File: config.mk
export PLATFORM = sky130hd
export DESIGN_NAME = dsss_ppdu_framer
export DESIGN_NICKNAME = d
export VERILOG_FILES = /design/src/logic/dsss_framer_pkg.sv /design/src/logic/pruned_reverse_interleaver.sv /design/src/logic/dsss_ppdu_framer.sv
export SDC_FILE = /design/constraint.sdc
export NUM_CORES = 2
export LEC_CHECK = 0
export BUFFER_PORTS_ARGS = -buffer_cell sky130_fd_sc_hd__buf_2
export CAP_MARGIN = 20
export CORE_UTILIZATION = 50
export CTS_BUF_LIST = sky130_fd_sc_hd__clkbuf_8
export DETAILED_ROUTE_END_ITERATION = 10
export PLACE_DENSITY = 0.66
export SYNTH_ARGS = -nofsm -noshare
export SYNTH_HDL_FRONTEND = slang
export SYNTH_HIERARCHICAL = 1
export SYNTH_SLANG_ARGS = --single-unit
File: constraint.sdc
create_clock -name clk_i -period 3.55 [get_ports clk_i]
set_clock_uncertainty 0.1 [all_clocks]
set_input_delay 0.71 -clock clk_i [delete_from_list [all_inputs] [get_ports clk_i]]
set_output_delay 0.71 -clock clk_i [all_outputs]
set_load 0.005 [all_outputs]
File: src/logic/dsss_framer_pkg.sv
// Register map, field layout, reset values and types of the DSSS framer.
// Assumes MAC, modulator and framer all run on one symbol-rate clock.
//
// Summary of operation
// - Send sync header, length header, payload in order
// - Low octet first, each octet LSB first
// - Sync header is preamble then delimiter
// - Preamble is repeat count times two or four octets
// - Short pattern 0011 1111 0101 1001, written order
// - Delimiter detection marks receive frame alignment
// - Fixed mode receives without a length header
// - Fixed payload size omits the length header
// - Up to 128 octets: one-octet header, delimiter
// - 129 to 2048 octets: two-octet length header
// - One-octet header carries length minus one
// - Short header 0+7 bits, long 1+4+11 bits
// - All fields share one modulation output path
// - Coded stream passes interleaver before spreading
// - Fragments of 256, 384 and 512 symbols
// - Non power-of-two fragments drop out-of-range indices
// - 256: output M takes input bit-reversed M
// - 384: nine-bit reversal, keep values below 384
// - Repeat count zero to eight sets preamble
package dsss_framer_pkg;

	// ------------------------------------------------------------
	// Register map
	// ------------------------------------------------------------
	localparam int ADDR_W = 8;
	localparam logic [ADDR_W-1:0] CTRL_OFF     = 8'h00;
	localparam logic [ADDR_W-1:0] LENGTH_OFF   = 8'h04;
	localparam logic [ADDR_W-1:0] RX_MAX_OFF   = 8'h08;
	localparam logic [ADDR_W-1:0] DELIM_OFF    = 8'h0C;
	localparam logic [ADDR_W-1:0] LONG_PRE_OFF = 8'h10;
	localparam logic [ADDR_W-1:0] STATUS_OFF   = 8'h14;

	// ------------------------------------------------------------
	// Field positions
	// ------------------------------------------------------------
	localparam int CTRL_TX_START = 0;
	localparam int CTRL_LO       = 1;
	localparam int CTRL_HI       = 11;
	localparam int REP_LO        = 8;
	localparam int REP_HI        = 11;
	localparam int STAT_TX_BUSY  = 0;
	localparam int STAT_RX_BUSY  = 1;
	localparam int STAT_RX_ERR   = 2;
	localparam int STAT_LEN_LO   = 16;
	localparam int LEN_W         = 12;
	localparam int STAT_LEN_HI   = STAT_LEN_LO + LEN_W - 1;
	localparam int INTLV_IDX_W   = 9;

	// ------------------------------------------------------------
	// Types
	// ------------------------------------------------------------
	typedef enum logic [1:0] {
		FRAG_256 = 2'b00,
		FRAG_384 = 2'b01,
		FRAG_512 = 2'b10
	} frag_e;

	typedef struct packed {
		logic [3:0] preamble_pattern_repeat_count;
		frag_e      frag;
		logic       long_hdr;
		logic       long_pre;
		logic       delimiter_present_flag;
		logic       fixed;
		logic       rx_en;
	} ctrl_s;

	typedef enum logic [2:0] {
		TX_IDLE = 3'b000,
		TX_PRE  = 3'b001,
		TX_SFD  = 3'b010,
		TX_PHR  = 3'b011,
		TX_PAY  = 3'b100
	} tx_state_e;

	typedef enum logic [1:0] {
		RX_IDLE = 2'b00,
		RX_HUNT = 2'b01,
		RX_PHR  = 2'b10,
		RX_PAY  = 2'b11
	} rx_state_e;

	// ------------------------------------------------------------
	// Reset values and fixed patterns
	// ------------------------------------------------------------
	localparam ctrl_s CTRL_RST = '{
		preamble_pattern_repeat_count: 4'h1, frag: FRAG_256,
		long_hdr: 1'b0, long_pre: 1'b0, delimiter_present_flag: 1'b1,
		fixed: 1'b0, rx_en: 1'b0};
	localparam logic [3:0]       REP_MAX      = 4'h8;
	localparam logic [LEN_W-1:0] LEN_RST      = 12'h010;
	localparam logic [LEN_W-1:0] RX_MAX_RST   = 12'h800;
	localparam logic [LEN_W-1:0] SHORT_MAX    = 12'h080;
	localparam logic [7:0]       DELIM_RST    = 8'hA7;
	localparam logic [31:0]      LONG_PRE_RST = 32'h0000_0000;
	localparam logic [15:0]      SHORT_PREAMBLE_PATTERN = 16'h3F59;
	localparam logic [9:0]       FRAG_256_SYMS = 10'h100;
	localparam logic [9:0]       FRAG_384_SYMS = 10'h180;
	localparam logic [9:0]       FRAG_512_SYMS = 10'h200;

endpackage

File: src/logic/pruned_reverse_interleaver.sv
// Pruned bit-reversal interleaver for one coded fragment.
// Assumes the coder honours sym_ready_o and the spreader sym_valid_o.
`timescale 1ns/1ns
module pruned_reverse_interleaver #(
	parameter int IDX_W = dsss_framer_pkg::INTLV_IDX_W
) (
	// Clock, reset, enable
	input  wire logic                  clk_i,
	input  wire logic                  reset_n_i,
	input  wire logic                  ce_i,
	// Configuration
	input  wire dsss_framer_pkg::frag_e frag_sel_i,
	// Coded symbols in
	input  wire logic                  sym_i,
	input  wire logic                  sym_valid_i,
	output logic                       sym_ready_o,
	// Interleaved symbols out
	output logic                       sym_o,
	output logic                       sym_valid_o,
	input  wire logic                  sym_ready_i
);
	import dsss_framer_pkg::*;

	logic [(1<<IDX_W)-1:0] mem_reg;
	logic [IDX_W:0]        idx_reg;
	logic                  drain_reg;
	logic [IDX_W-1:0]      rev_full;
	logic [IDX_W-1:0]      rev_short;
	logic [IDX_W-1:0]      n_idx;
	logic [IDX_W:0]        size;
	logic [IDX_W:0]        span;
	logic                  adv;

	// ------------------------------------------------------------
	// Index reversal
	// ------------------------------------------------------------
	genvar gi;
	generate
		for (gi = 0; gi < IDX_W; gi++) begin : g_rev
			assign rev_full[gi] = idx_reg[IDX_W-1-gi];
			if (gi < IDX_W - 1) begin : g_short
				assign rev_short[gi] = idx_reg[IDX_W-2-gi];
			end else begin : g_top
				assign rev_short[gi] = 1'b0;
			end
		end
	endgenerate

	always_comb begin
		case (frag_sel_i)
		FRAG_256: size = (IDX_W+1)'(FRAG_256_SYMS);
		FRAG_384: size = (IDX_W+1)'(FRAG_384_SYMS);
		default:  size = (IDX_W+1)'(FRAG_512_SYMS);
		endcase
	end

	assign span  = (frag_sel_i == FRAG_256) ? size : (IDX_W+1)'(1 << IDX_W);
	assign n_idx = (frag_sel_i == FRAG_256) ? rev_short : rev_full;
	assign adv   = !sym_valid_o || sym_ready_i;

	// ------------------------------------------------------------
	// Fill, then drain in reversed order
	// ------------------------------------------------------------
	// Pruned positions leave a bubble rather than a look-ahead search:
	// cheaper, and the spreader copes with valid gaps anyway.
	always_ff @(posedge clk_i) begin
		if (!reset_n_i) begin
			mem_reg     <= '0;
			idx_reg     <= '0;
			drain_reg   <= 1'b0;
			sym_ready_o <= 1'b1;
			sym_o       <= 1'b0;
			sym_valid_o <= 1'b0;
		end else if (ce_i) begin
			if (!drain_reg) begin
				if (sym_valid_i && sym_ready_o) begin
					mem_reg[idx_reg[IDX_W-1:0]] <= sym_i;
					if (idx_reg == size - 1'b1) begin
						idx_reg     <= '0;
						drain_reg   <= 1'b1;
						sym_ready_o <= 1'b0;
					end else begin
						idx_reg <= idx_reg + 1'b1;
					end
				end
			end else if (adv) begin
				if (idx_reg == span) begin
					idx_reg     <= '0;
					drain_reg   <= 1'b0;
					sym_ready_o <= 1'b1;
					sym_valid_o <= 1'b0;
				end else begin
					sym_valid_o <= ({1'b0, n_idx} < size);
					sym_o       <= mem_reg[n_idx];
					idx_reg     <= idx_reg + 1'b1;
				end
			end
		end
	end

endmodule

File: src/logic/dsss_ppdu_framer.sv
// DSSS PPDU framer: builds and parses frames, APB register slave.
// Assumes MAC, modulator and coder logic share clk_i; no synchronisers.
//
// Decided for this implementation: the register offsets and register access over APB.
`timescale 1ns/1ns
module dsss_ppdu_framer (
	// Clock, reset, enable
	input  wire logic                              clk_i,
	input  wire logic                              reset_n_i,
	input  wire logic                              ce_i,
	// APB slave
	input  wire logic [dsss_framer_pkg::ADDR_W-1:0] paddr_i,
	input  wire logic                              psel_i,
	input  wire logic                              penable_i,
	input  wire logic                              pwrite_i,
	input  wire logic [31:0]                       pwdata_i,
	output logic [31:0]                            prdata_o,
	output logic                                   pready_o,
	output logic                                   pslverr_o,
	// Transmit payload from MAC
	input  wire logic [7:0]                        tx_byte_i,
	input  wire logic                              tx_byte_valid_i,
	output logic                                   tx_byte_ready_o,
	output logic                                   tx_done_o,
	// Transmit bits to modulation chain
	output logic                                   tx_bit_o,
	output logic                                   tx_bit_valid_o,
	input  wire logic                              tx_bit_ready_i,
	// Receive bits from demodulator
	input  wire logic                              rx_bit_i,
	input  wire logic                              rx_bit_valid_i,
	// Receive payload to MAC
	output logic [7:0]                             rx_byte_o,
	output logic                                   rx_byte_valid_o,
	output logic                                   rx_sync_o,
	output logic                                   rx_end_o,
	// Coded symbols to interleaver and on to spreader
	input  wire logic                              coded_sym_i,
	input  wire logic                              coded_valid_i,
	output logic                                   coded_ready_o,
	output logic                                   intlv_sym_o,
	output logic                                   intlv_valid_o,
	input  wire logic                              intlv_ready_i
);
	import dsss_framer_pkg::*;

	// ------------------------------------------------------------
	// Declarations
	// ------------------------------------------------------------
	ctrl_s            ctrl_reg;
	logic [LEN_W-1:0] len_reg;
	logic [LEN_W-1:0] rx_max_reg;
	logic [7:0]       delim_reg;
	logic [31:0]      long_pre_reg;
	logic             start_reg;
	logic             rx_err_reg;
	logic             err_pulse_reg;
	logic [LEN_W-1:0] rx_len_reg;

	logic             setup;
	logic             wr_en;
	logic             tx_busy;
	logic             rx_busy;

	tx_state_e        tx_state_reg;
	logic [31:0]      sh_reg;
	logic [5:0]       cnt_reg;
	logic [3:0]       rep_reg;
	logic [LEN_W-1:0] oct_reg;
	logic             adv;
	logic [31:0]      long_rev;
	logic [15:0]      short_rev;
	logic [LEN_W-1:0] len_m1;
	logic             phr_long;
	logic [15:0]      phr_word;

	rx_state_e        rx_state_reg;
	logic [15:0]      rx_win_reg;
	logic [4:0]       rx_cnt_reg;
	logic [LEN_W-1:0] rx_left_reg;
	logic [15:0]      win_next;
	logic [LEN_W-1:0] hdr_len;
	logic [4:0]       hdr_last;

	// ------------------------------------------------------------
	// APB slave
	// ------------------------------------------------------------
	// Zero wait states: data is picked up in setup, so pready is high
	// in the first access cycle.
	assign setup = psel_i && !penable_i;
	assign wr_en = psel_i && penable_i && pready_o && pwrite_i && !pslverr_o;

	always_ff @(posedge clk_i) begin
		if (!reset_n_i) begin
			pready_o  <= 1'b0;
			pslverr_o <= 1'b0;
			prdata_o  <= 32'h0000_0000;
		end else if (ce_i) begin
			pready_o  <= setup;
			pslverr_o <= 1'b0;
			if (setup) begin
				prdata_o <= 32'h0000_0000;
				case (paddr_i)
				CTRL_OFF:     prdata_o[CTRL_HI:CTRL_LO] <= ctrl_reg;
				LENGTH_OFF:   prdata_o[LEN_W-1:0] <= len_reg;
				RX_MAX_OFF:   prdata_o[LEN_W-1:0] <= rx_max_reg;
				DELIM_OFF:    prdata_o[7:0] <= delim_reg;
				LONG_PRE_OFF: prdata_o <= long_pre_reg;
				STATUS_OFF: begin
					prdata_o[STAT_TX_BUSY] <= tx_busy;
					prdata_o[STAT_RX_BUSY] <= rx_busy;
					prdata_o[STAT_RX_ERR]  <= rx_err_reg;
					prdata_o[STAT_LEN_HI:STAT_LEN_LO] <= rx_len_reg;
				end
				default: pslverr_o <= 1'b1;
				endcase
			end
		end
	end

	always_ff @(posedge clk_i) begin
		if (!reset_n_i) begin
			ctrl_reg     <= CTRL_RST;
			len_reg      <= LEN_RST;
			rx_max_reg   <= RX_MAX_RST;
			delim_reg    <= DELIM_RST;
			long_pre_reg <= LONG_PRE_RST;
		end else if (ce_i && wr_en) begin
			case (paddr_i)
			CTRL_OFF: begin
				ctrl_reg <= ctrl_s'(pwdata_i[CTRL_HI:CTRL_LO]);
				if (pwdata_i[REP_HI:REP_LO] > REP_MAX) begin
					ctrl_reg.preamble_pattern_repeat_count <= REP_MAX;
				end
			end
			LENGTH_OFF:   len_reg <= pwdata_i[LEN_W-1:0];
			RX_MAX_OFF:   rx_max_reg <= pwdata_i[LEN_W-1:0];
			DELIM_OFF:    delim_reg <= pwdata_i[7:0];
			LONG_PRE_OFF: long_pre_reg <= pwdata_i;
			default: ;
			endcase
		end
	end

	always_ff @(posedge clk_i) begin
		if (!reset_n_i) begin
			start_reg <= 1'b0;
		end else if (ce_i) begin
			start_reg <= wr_en && paddr_i == CTRL_OFF
				&& pwdata_i[CTRL_TX_START];
		end
	end

	// A new error in the clearing cycle keeps the flag set
	always_ff @(posedge clk_i) begin
		if (!reset_n_i) begin
			rx_err_reg <= 1'b0;
		end else if (ce_i) begin
			if (err_pulse_reg) begin
				rx_err_reg <= 1'b1;
			end else if (wr_en && paddr_i == STATUS_OFF
				&& pwdata_i[STAT_RX_ERR]) begin
				rx_err_reg <= 1'b0;
			end
		end
	end

	// ------------------------------------------------------------
	// Transmit field builder
	// ------------------------------------------------------------
	// Patterns go out in written order, so reverse them once here and
	// the shifter can always send bit 0 first.
	genvar gi;
	generate
		for (gi = 0; gi < 32; gi++) begin : g_rev
			assign long_rev[gi] = long_pre_reg[31-gi];
			if (gi < 16) begin : g_short
				assign short_rev[gi] = SHORT_PREAMBLE_PATTERN[15-gi];
			end
		end
	endgenerate

	assign len_m1   = len_reg - 1'b1;
	assign phr_long = len_reg > SHORT_MAX;
	assign phr_word = phr_long ? {len_m1[10:0], 4'h0, 1'b1}
		: {8'h00, len_m1[6:0], 1'b0};
	assign adv      = !tx_bit_valid_o || tx_bit_ready_i;
	assign tx_busy  = tx_state_reg != TX_IDLE || cnt_reg != 6'h00
		|| tx_bit_valid_o;

	always_ff @(posedge clk_i) begin
		if (!reset_n_i) begin
			tx_state_reg    <= TX_IDLE;
			sh_reg          <= 32'h0000_0000;
			cnt_reg         <= 6'h00;
			rep_reg         <= 4'h0;
			oct_reg         <= '0;
			tx_byte_ready_o <= 1'b0;
			tx_done_o       <= 1'b0;
		end else if (ce_i) begin
			tx_done_o       <= 1'b0;
			tx_byte_ready_o <= tx_state_reg == TX_PAY && cnt_reg == 6'h00
				&& oct_reg != '0 && !(tx_byte_valid_i && tx_byte_ready_o);
			if (cnt_reg != 6'h00) begin
				if (adv) begin
					sh_reg  <= {1'b0, sh_reg[31:1]};
					cnt_reg <= cnt_reg - 6'h01;
				end
			end else begin
				case (tx_state_reg)
				TX_IDLE: begin
					if (start_reg) begin
						tx_state_reg <= TX_PRE;
						rep_reg <= ctrl_reg.preamble_pattern_repeat_count;
						oct_reg <= len_reg;
					end
				end
				TX_PRE: begin
					if (rep_reg != 4'h0) begin
						sh_reg  <= ctrl_reg.long_pre ? long_rev
							: {16'h0000, short_rev};
						cnt_reg <= ctrl_reg.long_pre ? 6'h20 : 6'h10;
						rep_reg <= rep_reg - 4'h1;
					end else begin
						tx_state_reg <= TX_SFD;
					end
				end
				TX_SFD: begin
					if (ctrl_reg.delimiter_present_flag) begin
						sh_reg  <= {24'h00_0000, delim_reg};
						cnt_reg <= 6'h08;
					end
					tx_state_reg <= TX_PHR;
				end
				TX_PHR: begin
					if (!ctrl_reg.fixed) begin
						sh_reg  <= {16'h0000, phr_word};
						cnt_reg <= phr_long ? 6'h10 : 6'h08;
					end
					tx_state_reg <= TX_PAY;
				end
				TX_PAY: begin
					if (oct_reg == '0) begin
						tx_state_reg <= TX_IDLE;
						tx_done_o    <= 1'b1;
					end else if (tx_byte_valid_i && tx_byte_ready_o) begin
						sh_reg  <= {24'h00_0000, tx_byte_i};
						cnt_reg <= 6'h08;
						oct_reg <= oct_reg - 1'b1;
					end
				end
				default: tx_state_reg <= TX_IDLE;
				endcase
			end
		end
	end

	// Every field leaves through this one stage to the modulator
	always_ff @(posedge clk_i) begin
		if (!reset_n_i) begin
			tx_bit_o       <= 1'b0;
			tx_bit_valid_o <= 1'b0;
		end else if (ce_i && adv) begin
			tx_bit_o       <= sh_reg[0];
			tx_bit_valid_o <= cnt_reg != 6'h00;
		end
	end

	// ------------------------------------------------------------
	// Receive parser
	// ------------------------------------------------------------
	assign win_next = {rx_bit_i, rx_win_reg[15:1]};
	assign hdr_last = ctrl_reg.long_hdr ? 5'h0F : 5'h07;
	assign hdr_len  = ctrl_reg.long_hdr
		? {1'b0, win_next[15:5]} + 1'b1
		: {5'h00, win_next[15:9]} + 1'b1;
	assign rx_busy  = rx_state_reg == RX_PHR || rx_state_reg == RX_PAY;

	always_ff @(posedge clk_i) begin
		if (!reset_n_i) begin
			rx_state_reg    <= RX_IDLE;
			rx_win_reg      <= 16'h0000;
			rx_cnt_reg      <= 5'h00;
			rx_left_reg     <= '0;
			rx_len_reg      <= '0;
			rx_byte_o       <= 8'h00;
			rx_byte_valid_o <= 1'b0;
			rx_sync_o       <= 1'b0;
			rx_end_o        <= 1'b0;
			err_pulse_reg   <= 1'b0;
		end else if (ce_i) begin
			rx_byte_valid_o <= 1'b0;
			rx_sync_o       <= 1'b0;
			rx_end_o        <= 1'b0;
			err_pulse_reg   <= 1'b0;
			if (!ctrl_reg.rx_en) begin
				rx_state_reg <= RX_IDLE;
			end else begin
				case (rx_state_reg)
				RX_IDLE: begin
					rx_cnt_reg  <= 5'h00;
					rx_win_reg  <= 16'h0000;
					rx_left_reg <= len_reg;
					rx_len_reg  <= len_reg;
					if (ctrl_reg.delimiter_present_flag) begin
						rx_state_reg <= RX_HUNT;
					end else if (ctrl_reg.fixed) begin
						rx_state_reg <= RX_PAY;
					end else begin
						rx_state_reg <= RX_PHR;
					end
				end
				RX_HUNT: begin
					if (rx_bit_valid_i) begin
						rx_win_reg <= win_next;
						if (rx_cnt_reg != 5'h08) begin
							rx_cnt_reg <= rx_cnt_reg + 5'h01;
						end
						if (rx_cnt_reg >= 5'h07
							&& win_next[15:8] == delim_reg) begin
							rx_sync_o  <= 1'b1;
							rx_cnt_reg <= 5'h00;
							rx_state_reg <= ctrl_reg.fixed ? RX_PAY : RX_PHR;
						end
					end
				end
				RX_PHR: begin
					if (rx_bit_valid_i) begin
						rx_win_reg <= win_next;
						rx_cnt_reg <= rx_cnt_reg + 5'h01;
						if (rx_cnt_reg == 5'h00
							&& rx_bit_i != ctrl_reg.long_hdr) begin
							err_pulse_reg <= 1'b1;
							rx_state_reg  <= RX_IDLE;
						end else if (rx_cnt_reg == hdr_last) begin
							rx_cnt_reg  <= 5'h00;
							rx_len_reg  <= hdr_len;
							rx_left_reg <= hdr_len;
							if (hdr_len > rx_max_reg || (ctrl_reg.long_hdr
								&& hdr_len <= SHORT_MAX)) begin
								err_pulse_reg <= 1'b1;
								rx_state_reg  <= RX_IDLE;
							end else begin
								rx_state_reg <= RX_PAY;
							end
						end
					end
				end
				RX_PAY: begin
					if (rx_left_reg == '0) begin
						rx_end_o     <= 1'b1;
						rx_state_reg <= RX_IDLE;
					end else if (rx_bit_valid_i) begin
						rx_win_reg <= win_next;
						if (rx_cnt_reg == 5'h07) begin
							rx_byte_o       <= win_next[15:8];
							rx_byte_valid_o <= 1'b1;
							rx_cnt_reg      <= 5'h00;
							rx_left_reg     <= rx_left_reg - 1'b1;
						end else begin
							rx_cnt_reg <= rx_cnt_reg + 5'h01;
						end
					end
				end
				default: rx_state_reg <= RX_IDLE;
				endcase
			end
		end
	end

	// ------------------------------------------------------------
	// Interleaver between coder and spreader
	// ------------------------------------------------------------
	pruned_reverse_interleaver u_interleaver (
		.clk_i       (clk_i),
		.reset_n_i   (reset_n_i),
		.ce_i        (ce_i),
		.frag_sel_i  (ctrl_reg.frag),
		.sym_i       (coded_sym_i),
		.sym_valid_i (coded_valid_i),
		.sym_ready_o (coded_ready_o),
		.sym_o       (intlv_sym_o),
		.sym_valid_o (intlv_valid_o),
		.sym_ready_i (intlv_ready_i)
	);

endmodule

==> reports/results.tsv <==
metric	value	unit
final instance area	46300	sq um
Max-cap violations	0	
CTS tree	done	
initial DRC count	6504	
EDFF count, synth	0	
Initial DRT Pass Iterations	7	
vias in the first global route	39300	
largest net degree at the start of global routing	107	
share of Yosys cell area claimed by the top area cell type	36.0	%
Worst VDD drop	0.380	mV
Routed wire per std cell	26.3	um
Leak	15.2	nW
final setup fails	0	
hold buffer count at CTS	0	
Crit path buffers/inverters	4	
Synth Register Bits	751	
# port buffers	112	
Max Root-Sink Buffers	3	
pre-CTS setup slack	-0.0262	ns
startpoint types	flop	
Die Height	291	um
most frequent cells in the layout	dfxtp_1, nand3_1, o21ai_0	
clk sinks	751	
status	finished clean	
Post-Route WL	165000	um
synthesized cell area	41800	sq um
hpwl dp	103000	um
critical path's top delay family	compound AO/OA/AOI/OAI gates	
Vias/cell	6.75	
top cell type by total area after synthesis	dfxtp_1	
Final Power	0.0192	W
fin. max-slew vios	0	
FF/Latch Area	15000	sq um
cts bufs inserted	134	
initial antenna violation count	8	
Main synth FF type	dfxtp_1	
Placer Congestion	0.984	
Worst-Margin Slew	1.10	ns
first-pass GRT wire length	247000	um
Multi-input gate area	24000	sq um
antenna viol nets, final	0	
Crit path required time	4.17	ns
die width	291	um
post-synth cell types	118	
gr ovfl total	0	
Critical Path, Cell by Cell	buf_4 > o21ai_2 > buf_4 > nand2_2 > buf_4 > buf_4 > o221ai_1 > a211oi_1 > nor3_1 > o32ai_1 > a311oi_2 > o211ai_1	
RSZ-0062 raised after global routing	no	
CTS root buffer	clkbuf_8	
layout cells sized above 1	14.3	%
H-tree levels	4	
critical path class	reg2reg	
Ys Warns	6	
Worst-Skew Late Latency	0.81	ns
cell count after synthesis	5110	
crit path time final	3.53	ns
gr usage total	37.5	%
Layout fillers	7617	
Die ar.	84700	sq um
CP max stage delay	0.50	ns
final net count	5164	
Clk pin slew, worst setup/hold paths	0.06	ns
Post-synth ARST share	0	%
Critical Path Slowest Stage Cell	o32ai_1	
Avg Cell Area, Syn	8.17	sq um
Max Clk Rate	0.283	GHz
Synth area leaders	dfxtp_1, a21boi_0, nand3_1	
final hold violations	0	
Hold Path Class	in2reg	
row cnt	105	
commonest non-fill, non-tap cell in the layout	dfxtp_1	
Top Ports	113	
Initial Utilization	50.7	%
CP most frequent cell	buf_4	
Worst EP arrival	4.15	ns
Placed Area	43500	sq um
core area	82400	sq um
power per cell area	415	nW/um^2
post-synthesis sequential area ratio	36.0	%
Final WS setup	0.0161	ns
worst rel slew slack	26.4	%
Min Hold Slack	0.0607	ns
final worst path period share	99.5	%
max FFs per register	512	
DRC	0	
area delta synth->final	11.0	%
Post-Syn Nets	5196	
Crit Path Max Fanout	15	
crit end category	flop	
via count	42200	
-- cells by family (layout without fill, tap and decap cells) --
family,Yosys count,after routing,synth area share [%]
compound gates,1848,1848,29.2
simple gates,1520,1520,17.7
flops,751,751,36.0
buf+inv,596,664,6.87
mux,333,333,8.78
xor+xnor,37,37,0.776
fa+ha+maj,25,25,0.749
other cells,0,8,0
-- cell type report --
cell class                      count  area share (%)
Antenna cell                        8          0.0432
Clock buffer                      175            5.20
Clock inverter                     61           0.764
Inverter                           47           0.392
Multi-Input combinational cell   3763            51.8
Sequential cell                   751            32.5
Tap cell                         1070            2.89
Timing Repair Buffer              381            6.48
-- cells in the mapped netlist (all sizes together) (46+ instances only) --
| master | instances |
|---|---|
| dfxtp | 751 |
| a22oi | 100 |
| o21ai | 606 |
| buf | 207 |
| nand3 | 599 |
| nand2 | 419 |
| mux2i | 278 |
| a211oi | 64 |
| nor2 | 235 |
| a21boi | 522 |
| a21oi | 199 |
| o22ai | 46 |
| clkbuf | 342 |
-- layer usage --
metal / vias to the layer above / wire, um / track usage [%]
li1: 18700 / - / -
met1: 20300 / 67300 / 52.0
met2: 2741 / 68300 / 53.1
met3: 510 / 21700 / 11.2
met4: 4 / 7460 / 17.1
met5: - / 22 / 0
-- worst reg2reg max path: cells and delay by family, from the launching register on --
kind / cells / cell delay (ns)
buffers and inverters: 4 / 1.01
AO/OA/AOI/OAI: 6 / 1.49
flip-flops: 1 / 0.35
AND/OR/NAND/NOR: 2 / 0.51
-- power breakdown --
| part | total, W | leakage (nW) | switching (W) | internal (W) |
|---|---|---|---|---|
| sequential | 0.00866 | 6.06 | 0.0000926 | 0.00857 |
| combinational | 0.00208 | 7.55 | 0.00138 | 0.000700 |
| clock | 0.00847 | 1.57 | 0.00385 | 0.00462 |
-- metrics by stage --
stage / cells / util [%] / setup TNS [ns]
6_report: 6256 / 56.3 / 0
5_1_grt: 6254 / 56.2 / 0
4_1_cts: 6243 / 56.2 / 0
3_5_place_dp: 6007 / 52.8 / -0.0262
3_3_place_gp: 6007 / 52.8 / 0
2_1_floorplan: 5110 / - / 0
-- worst paths after layout --
kind / slack [ns] / start / cells past startpoint / to
worst max register to register: 0.02 / u_interleaver/idx_reg[6]$_SDFFE_PN0P_ / 12 / u_interleaver/sym_o$_SDFFE_PN0P_
worst min register to register: 0.35 / sh_reg[14]$_SDFFE_PN0P_ / 2 / sh_reg[14]$_SDFFE_PN0P_
worst min-delay path: 0.06 / pwdata_i[14] / 3 / long_pre_reg[14]$_SDFFE_PN0P_
worst max-delay path: 0.02 / u_interleaver/idx_reg[6]$_SDFFE_PN0P_ / 12 / u_interleaver/sym_o$_SDFFE_PN0P_
-- what timing repair did --
item	CTS	global route
setup endpoints to repair	1	2
resized for setup	3	3
setup buffers	0	4
Note: power is estimated with default switching activity, not from simulation.
